[config.mk]
export PLATFORM = sky130hd
export DESIGN_NAME = canmc_ctl
export DESIGN_NICKNAME = d
export VERILOG_FILES = /design/src/rtl/canmc_pkg.sv /design/src/rtl/canmc_ctl.sv
export SDC_FILE = /design/constraint.sdc
export NUM_CORES = 1
export LEC_CHECK = 0
export BUFFER_PORTS_ARGS = -buffer_cell sky130_fd_sc_hd__buf_2
export CAP_MARGIN = 20
export CORE_MARGIN = 3
export CORE_UTILIZATION = 26
export DETAILED_ROUTE_END_ITERATION = 6
export SYNTH_ARGS = -nofsm -noshare
export SYNTH_HDL_FRONTEND = slang
export SYNTH_SLANG_ARGS = --single-unit
[constraint.sdc]
create_clock -name mclk -period 2.8 [get_ports mclk]
set_clock_uncertainty 0.2 [all_clocks]
set_input_delay 0.42 -clock mclk [delete_from_list [all_inputs] [get_ports mclk]]
set_output_delay 0.42 -clock mclk [all_outputs]
set_load 0.05 [all_outputs]
[src/rtl/canmc_pkg.sv]
package canmc_pkg;

    // ****************************************************************
    // register map
    // ****************************************************************
    localparam logic [11:0] CANMC_CTL_OFFSET  = 12'h000; // can_mode_control_status
    localparam logic [11:0] CANMC_ACK_OFFSET  = 12'h004; // mode acknowledges
    localparam logic [7:0]  CANMC_CTL_RESET   = 8'h01;   // init request set out of reset
    localparam logic [31:0] CANMC_RDATA_RESET = 32'h0000_0000;

    // field positions in can_mode_control_status
    localparam int CANMC_RECEIVED_FRAME_FLAG_BIT = 7;
    localparam int CANMC_RECEIVER_ACTIVE_BIT = 6;
    localparam int CANMC_STOP_IN_WAIT_BIT = 5;
    localparam int CANMC_BUS_SYNCHRONIZED_BIT = 4;
    localparam int CANMC_TIME_BIT  = 3;
    localparam int CANMC_WAKEUP_ENABLE_BIT  = 2;
    localparam int CANMC_SLEEP_REQUEST_BIT = 1;
    localparam int CANMC_INIT_REQUEST_BIT = 0;
    // field positions in the acknowledge register
    localparam int CANMC_SLEEP_ACKNOWLEDGE_BIT  = 1;
    localparam int CANMC_INIT_ACKNOWLEDGE_BIT = 0;

    // ****************************************************************
    // counts
    // ****************************************************************
    localparam logic [3:0]  CANMC_SYNC_RECESSIVE = 4'hB; // eleven recessive bits
    localparam logic [15:0] CANMC_TIMER_RESET    = 16'h0000;

    // ****************************************************************
    // types
    // ****************************************************************
    typedef enum logic [1:0] {
        CANMC_RUN   = 2'b00,
        CANMC_INIT  = 2'b01,
        CANMC_SLEEP = 2'b10
    } canmc_mode_type;

    // status from the protocol engine, same clock domain
    typedef struct packed {
        logic rx_frame_ok; // pulse: valid message received
        logic rx_busy;     // level: receiving, also after lost arbitration
        logic tx_idle;     // level: all transmit buffers empty
        logic bit_tick;    // pulse: one per bit time
        logic msg_acked;   // pulse: message acknowledged on the bus
        logic tx_level;    // level: wanted transmit bit, 0 dominant
        logic loopback;    // level: loopback self test active
        logic bus_off;     // level: engine is bus-off
    } canmc_engine_type;

    typedef struct packed {
        logic        valid;
        logic [15:0] value;
    } canmc_stamp_type;

endpackage : canmc_pkg
[src/rtl/canmc_ctl.sv]
`timescale 1ns/100ps
`default_nettype none

// Overview of operation
// - transmit pin low dominant, high recessive
// - bus level comes from receive pin
// - init mode holds register at reset, mostly
// - register writable once init request bit clear
// - writes only outside init; init request always
// - reads are synchronous to internal clock
// - valid received message sets frame flag
// - frame flag sticky; write one clears
// - loopback makes frame/active bits meaningless
// - receiver active high while receiving
// - stop in wait gates cpu interface clock
// - synchronized bit set/cleared by hardware
// - timer enable runs 16-bit bit-rate timer
// - acknowledged message gets timer stamp
// - disabled timer zero; enable low in init
// - wake-up enable ends sleep on traffic
// - sleep honoured only when bus idle
// - init request aborts traffic, drops sync
// - init request forces transmit pin recessive
// - resync after eleven recessive bits
module canmc_ctl
    import canmc_pkg::*;
#(
    parameter int ADDR_W = 12
) (
    input  wire logic                    mclk,
    input  wire logic                    reset_n,
    input  wire logic                    clk_en,
    input  wire logic [ADDR_W-1:0]       paddr,
    input  wire logic                    psel,
    input  wire logic                    penable,
    input  wire logic                    pwrite,
    input  wire logic [31:0]             pwdata,
    input  wire logic [3:0]              pstrb,
    output logic      [31:0]             prdata,
    output logic                         pready,
    output logic                         pslverr,
    input  wire logic                    bus_receive_pin,
    output logic                         bus_transmit_pin,
    input  wire canmc_pkg::canmc_engine_type engine,
    input  wire logic                    cpu_wait,
    output logic                         bus_level,
    output logic                         engine_abort,
    output logic                         bus_synchronized,
    output logic                         cpu_if_clk_en,
    output logic                         wake_event,
    output canmc_pkg::canmc_stamp_type   stamp
);
    import canmc_pkg::*;

    // ****************************************************************
    // helpers
    // ****************************************************************
    function automatic logic addr_hit(input logic [ADDR_W-1:0] a, input logic [11:0] off);
        addr_hit = (a[11:2] == off[11:2]);
    endfunction : addr_hit

    canmc_mode_type mode_q;
    logic [7:0]     ctl_q;
    logic           rx_meta_q;
    logic           rx_sync_q;
    logic           wake_armed_q;
    logic           wake_q;
    logic [3:0]     recessive_q;
    logic [15:0]    timer_q;
    logic           tx_q;
    logic [31:0]    prdata_q;
    canmc_stamp_type stamp_q;
    logic           init_mode;
    logic           init_ack;
    logic           sleep_ack;
    logic           access;
    logic           wr_ctl;
    logic           mapped;
    logic           bus_idle;

    assign init_ack  = (mode_q == CANMC_INIT);
    assign sleep_ack = (mode_q == CANMC_SLEEP);
    assign init_mode = ctl_q[CANMC_INIT_REQUEST_BIT] & init_ack;
    assign bus_idle  = engine.tx_idle & ~engine.rx_busy;

    // ****************************************************************
    // apb slave, zero wait states
    // ****************************************************************
    // a frozen block must not complete a transfer, so ready follows clk_en
    assign pready  = clk_en;
    assign access  = psel & penable & clk_en;
    assign mapped  = addr_hit(paddr, CANMC_CTL_OFFSET) | addr_hit(paddr, CANMC_ACK_OFFSET);
    assign pslverr = psel & penable & ~mapped;
    assign wr_ctl  = access & pwrite & pstrb[0] & addr_hit(paddr, CANMC_CTL_OFFSET);
    assign prdata  = prdata_q;

    // read data captured in the setup cycle from clocked state only
    always_ff @(posedge mclk) begin
        if (!reset_n) begin
            prdata_q <= CANMC_RDATA_RESET;
        end else if (clk_en) begin
            if (psel && !penable && !pwrite) begin
                if (addr_hit(paddr, CANMC_CTL_OFFSET)) begin
                    prdata_q <= {24'h000000, ctl_q};
                end else if (addr_hit(paddr, CANMC_ACK_OFFSET)) begin
                    prdata_q <= {30'h0000000, sleep_ack, init_ack};
                end else begin
                    prdata_q <= CANMC_RDATA_RESET;
                end
            end
        end
    end

    // ****************************************************************
    // receive pin synchroniser
    // ****************************************************************
    always_ff @(posedge mclk) begin
        if (!reset_n) begin
            rx_meta_q <= 1'b1;
            rx_sync_q <= 1'b1;
        end else if (clk_en) begin
            rx_meta_q <= bus_receive_pin;
            rx_sync_q <= rx_meta_q;
        end
    end
    assign bus_level = rx_sync_q;

    // ****************************************************************
    // mode state machine
    // ****************************************************************
    always_ff @(posedge mclk) begin
        if (!reset_n) begin
            mode_q <= CANMC_RUN;
        end else if (clk_en) begin
            case (mode_q)
                CANMC_RUN: begin
                    if (ctl_q[CANMC_INIT_REQUEST_BIT]) begin
                        mode_q <= CANMC_INIT;
                    end else if (ctl_q[CANMC_SLEEP_REQUEST_BIT] && bus_idle) begin
                        mode_q <= CANMC_SLEEP;
                    end
                end
                CANMC_SLEEP: begin
                    if (ctl_q[CANMC_INIT_REQUEST_BIT]) begin
                        mode_q <= CANMC_INIT;
                    end else if (!ctl_q[CANMC_SLEEP_REQUEST_BIT]) begin
                        mode_q <= CANMC_RUN;
                    end
                end
                CANMC_INIT: begin
                    if (!ctl_q[CANMC_INIT_REQUEST_BIT]) begin
                        mode_q <= CANMC_RUN;
                    end
                end
                default: begin
                    mode_q <= CANMC_RUN;
                end
            endcase
        end
    end
    assign engine_abort = init_mode;

    // ****************************************************************
    // wake-up: enable is sampled at sleep entry
    // ****************************************************************
    // a later change of the enable has no effect until the next sleep
    always_ff @(posedge mclk) begin
        if (!reset_n) begin
            wake_armed_q <= 1'b0;
        end else if (clk_en && !sleep_ack) begin
            wake_armed_q <= ctl_q[CANMC_WAKEUP_ENABLE_BIT];
        end
    end

    always_ff @(posedge mclk) begin
        if (!reset_n) begin
            wake_q <= 1'b0;
        end else if (clk_en) begin
            wake_q <= sleep_ack & ctl_q[CANMC_SLEEP_REQUEST_BIT] & wake_armed_q // request gate: one pulse
                    & ~rx_sync_q & ~wake_q;
        end
    end
    assign wake_event = wake_q;

    // ****************************************************************
    // control and status register
    // ****************************************************************
    always_ff @(posedge mclk) begin
        if (!reset_n) begin
            ctl_q <= CANMC_CTL_RESET;
        end else if (clk_en) begin
            // init request: set any time, cleared only once acknowledged
            if (wr_ctl && pwdata[CANMC_INIT_REQUEST_BIT]) begin
                ctl_q[CANMC_INIT_REQUEST_BIT] <= 1'b1;
            end else if (wr_ctl && init_ack) begin
                ctl_q[CANMC_INIT_REQUEST_BIT] <= 1'b0;
            end
            if (init_mode) begin
                // held at reset, wake-up and sleep request kept
                ctl_q[7:3] <= CANMC_CTL_RESET[7:3];
            end else begin
                // set beats the write-one clear; loopback leaves it unchecked
                if (engine.rx_frame_ok) begin
                    ctl_q[CANMC_RECEIVED_FRAME_FLAG_BIT] <= 1'b1;
                end else if (wr_ctl && !ctl_q[CANMC_INIT_REQUEST_BIT] && pwdata[CANMC_RECEIVED_FRAME_FLAG_BIT]) begin
                    ctl_q[CANMC_RECEIVED_FRAME_FLAG_BIT] <= 1'b0;
                end
                ctl_q[CANMC_RECEIVER_ACTIVE_BIT] <= engine.rx_busy & ~sleep_ack;
                ctl_q[CANMC_BUS_SYNCHRONIZED_BIT] <= ~engine.bus_off & ~ctl_q[CANMC_INIT_REQUEST_BIT]
                    & (ctl_q[CANMC_BUS_SYNCHRONIZED_BIT] | (recessive_q == CANMC_SYNC_RECESSIVE));
                if (wr_ctl && !ctl_q[CANMC_INIT_REQUEST_BIT]) begin
                    ctl_q[CANMC_STOP_IN_WAIT_BIT] <= pwdata[CANMC_STOP_IN_WAIT_BIT];
                    ctl_q[CANMC_TIME_BIT]  <= pwdata[CANMC_TIME_BIT];
                end
            end
            if (wr_ctl && !init_mode && !ctl_q[CANMC_INIT_REQUEST_BIT]) begin
                ctl_q[CANMC_WAKEUP_ENABLE_BIT] <= pwdata[CANMC_WAKEUP_ENABLE_BIT];
            end
            // sleep request: hardware clears it on wake, that clear beats software
            if (wake_q) begin
                ctl_q[CANMC_SLEEP_REQUEST_BIT] <= 1'b0;
            end else if (wr_ctl && !init_mode && !ctl_q[CANMC_INIT_REQUEST_BIT]) begin
                if (pwdata[CANMC_SLEEP_REQUEST_BIT]) begin
                    ctl_q[CANMC_SLEEP_REQUEST_BIT] <= 1'b1;
                end else if (sleep_ack || !ctl_q[CANMC_SLEEP_REQUEST_BIT]) begin
                    ctl_q[CANMC_SLEEP_REQUEST_BIT] <= 1'b0;
                end
            end
        end
    end

    // ****************************************************************
    // bus synchronisation: count recessive bits
    // ****************************************************************
    always_ff @(posedge mclk) begin
        if (!reset_n) begin
            recessive_q <= 4'h0;
        end else if (clk_en) begin
            if (init_mode || !rx_sync_q) begin
                recessive_q <= 4'h0;
            end else if (engine.bit_tick && recessive_q != CANMC_SYNC_RECESSIVE) begin
                recessive_q <= recessive_q + 4'h1;
            end
        end
    end
    assign bus_synchronized = ctl_q[CANMC_BUS_SYNCHRONIZED_BIT];

    // ****************************************************************
    // time stamp timer
    // ****************************************************************
    always_ff @(posedge mclk) begin
        if (!reset_n) begin
            timer_q <= CANMC_TIMER_RESET;
        end else if (clk_en) begin
            if (!ctl_q[CANMC_TIME_BIT]) begin
                timer_q <= CANMC_TIMER_RESET;
            end else if (engine.bit_tick) begin
                timer_q <= timer_q + 16'h0001;
            end
        end
    end

    // stamp goes to buffer bytes 0x0E/0x0F of the active buffer
    always_ff @(posedge mclk) begin
        if (!reset_n) begin
            stamp_q <= '0;
        end else if (clk_en) begin
            stamp_q.valid <= engine.msg_acked & ctl_q[CANMC_TIME_BIT];
            if (engine.msg_acked) begin
                stamp_q.value <= timer_q;
            end
        end
    end
    assign stamp = stamp_q;

    // ****************************************************************
    // transmit pin and cpu clock gate
    // ****************************************************************
    always_ff @(posedge mclk) begin
        if (!reset_n) begin
            tx_q <= 1'b1;
        end else if (clk_en) begin
            tx_q <= engine.tx_level;
        end
    end
    // forcing from flops avoids a one-cycle dominant glitch on request
    assign bus_transmit_pin = tx_q | ctl_q[CANMC_INIT_REQUEST_BIT] | sleep_ack
                            | (ctl_q[CANMC_STOP_IN_WAIT_BIT] & cpu_wait);
    assign cpu_if_clk_en = ~(ctl_q[CANMC_STOP_IN_WAIT_BIT] & cpu_wait);
endmodule : canmc_ctl

`default_nettype wire

==> results_dict.tcl <==
set metrics [dict create \
    critPathArrivalTime_ns 2.26 \
    synth_top_area_share_pct 43.5 \
    cp-end-kind "register" \
    final_cell_mix "64 x buf_2, 63 x nand2_1, 60 x dfxtp_1, 38 x a21oi_1, 24 x conb_1" \
    slew_headroom_pct 54.6 \
    drtAntennaViolNets 0 \
    antenna_found_initial 0 \
    synth_compound_area_share_pct 15.1 \
    synth_top_family_by_area "simple AND/OR/NAND/NOR gates" \
    yosys.area_share.simple_pct 25.3 \
    chipWidth_um 109 \
    path_clk_slew_ns 0.07 \
    grt_overflow 0 \
    grt_pass1_vias 2251 \
    synthesis.area_um2 2760 \
    hp-class "in -> reg" \
    rsz0062_at_grt "no" \
    grt_pass1_wl_um 10500 \
    path_class "reg -> reg" \
    cts_root_buf "clkbuf_8" \
    worst-slew-pin-transition_ns 0.678 \
    critPathLaunchType "register" \
    synth-edff-count 0 \
    min_period_over_period_pct 78.3 \
    diodes 0 \
    setup-violations-final 0 \
    via_count 2428 \
    reg2regPathDepth 4 \
    ys_top_cells_by_area "dfxtp_1 44%, nand2_1 8.6%, buf_4 7.1%, a21oi_1 6.9%, nand3_1 2.7%" \
    synth.ff_latch_count 60 \
    dp_hpwl_um 4770 \
    synth-xor-area-share_pct 1.90 \
    cts_max_level 3 \
    portBuffers 64 \
    run_status "finished clean" \
    vdd_drop_max_mv 0.261 \
    cp.required_ns 2.87 \
    design_power_total_w 0.00199 \
    cts_hold_buffers 0 \
    hold_ws_ns 0.0707 \
    whs_path_depth 2 \
    grtUsageTotal_pct 11.3 \
    synthAdderAreaFrac_pct 0.907 \
    ys_warn_count 0 \
    cts_sinks 60 \
    clk-insertion-delay-late_ns 0.33 \
    synthMuxAreaShare_pct 2.95 \
    finalSetupTns_ns 0 \
    final_net_count 466 \
    leakagePower_nw 1.35 \
    grtUsageMet2_pct 18.1 \
    globalRouteMet3Util_pct 3.43 \
    synthArstFlopShare_pct 0 \
    power_density_nw_per_um2 594 \
    wl_per_cell_um 12.0 \
    hold_viol 0 \
    path_max_fanout 10 \
    dr.pass1.iters 4 \
    vias_per_cell 4.52 \
    grt_max_degree 29 \
    die_h_um 109 \
    cts_setup_buffers 0 \
    postSynthAreaPerCell_um2 8.16 \
    drv_cap 0 \
    synth.distinct_cells 48 \
    mostFrequentLayoutCell "buf_2" \
    drive_gt1_share_pct 21.3 \
    floorplan.initialDensity_pct 27.5 \
    fmax_mhz 456 \
    cts_max_path_buffers 2 \
    yosysSeqAreaShare_pct 43.5 \
    final-max-slew-violation-count 0 \
    gp_congestion 0.756 \
    synth_ff_type "dfxtp_1" \
    drc 0 \
    die-area_um2 11900 \
    area_growth_pct 21.3 \
    drtIter0Drc 97 \
    wirelength_um 6460 \
    core_area_um2 10000 \
    ios 121 \
    synth_top_area_cell "dfxtp_1" \
    cts_tree "done" \
    met1_usage_pct 14.1 \
    busiest_layer "met2" \
    synthCells 338 \
    timing.final.crit_period_ns 2.19 \
    cts_buffers 9 \
    rows 36 \
    final_util_pct 33.3 \
    post_cts_resized 0 \
]
==> stage by stage <==
step                setup WS, ns  std cells  cell area (um^2)
floorplan                  0.695        361              2850
global placement           0.580        522              3110
detailed placement         0.540        522              3110
CTS                        0.614        537              3350
global route               0.466        537              3350
finish                     0.606        537              3350
==> final timing paths <==
| check | startpoint | to | slack (ns) |
|---|---|---|---|
| max reg2reg | ctl_q[3] | timer_q[15] | 0.61 |
| max | ctl_q[3] | timer_q[15] | 0.61 |
| min | pwdata[7] | ctl_q[7] | 0.07 |
| min reg2reg | stamp[3] | stamp[3] | 0.25 |
==> layout make-up <==
type	count	area (um^2)
clock buffers	10	138
well taps	133	166
inverters	9	33.8
multi-input cells	253	1370
clock inverters	5	100
fillers	1079	6700
flip-flops and latches	60	1200
repair buffers	67	343
==> kinds of logic (layout without fill, tap and decap cells) <==
logic type                 after synthesis  count (layout)
adders and majority gates                2               2
other                                    1              24
AOI/OAI and AO/OA                       71              71
xor gates and xnor gates                 6               6
muxes                                    8               8
buffers and inverters                   48              91
DFF                                     60              60
and+or+nand+nor                        142             142
==> Yosys cell counts, types with 2 or more instances <==
library cell and count:
or4_1 4, and3_1 2, and4b_1 2, nor4_1 3
o211ai_1 4, nand3_1 15, buf_4 26, a21oi_1 38
nand4_1 5, nor2b_1 2, o21ai_0 12, a22o_1 6
ha_1 2, inv_1 8, a31oi_1 2, clkbuf_1 10
nand2b_1 4, nand2_1 63, and2_1 3, nor3_1 3
mux2i_1 7, or3_1 10, xnor2_1 3, nor2_1 18
buf_1 2, dfxtp_1 60, xor2_1 3
==> worst max-delay path, stage by stage (launching register included) <==
cell and delay [ns]:
dfxtp_1 0.39, nor2b_1 0.19, or4b_1 0.68, or4_1 0.52, a21oi_1 0.15
==> where the power goes <==
part	internal (W)	switching (W)
combinational	0.0000389	0.000145
clock	0.000607	0.000328
sequential	0.000862	0.00000748
total	0.00151	0.000481
==> sequential cells by signal, indices dropped and copies added, names as in the netlist <==
| register | flops |
|---|---|
| wake_armed_q | 1 |
| recessive_q | 4 |
| tx_q | 1 |
| ctl_q | 8 |
| bus_level | 1 |
| wake_event | 1 |
| stamp | 17 |
| mode_q | 2 |
| prdata | 8 |
| rx_meta_q | 1 |
| timer_q | 16 |
==> metal layers <==
metal,wire length (um),up-vias
met1,3020,1100
li1,-,1255
met5,0,-
met2,2980,66
met4,68,0
met3,395,7
Note: power is estimated with default switching activity, not from simulation.
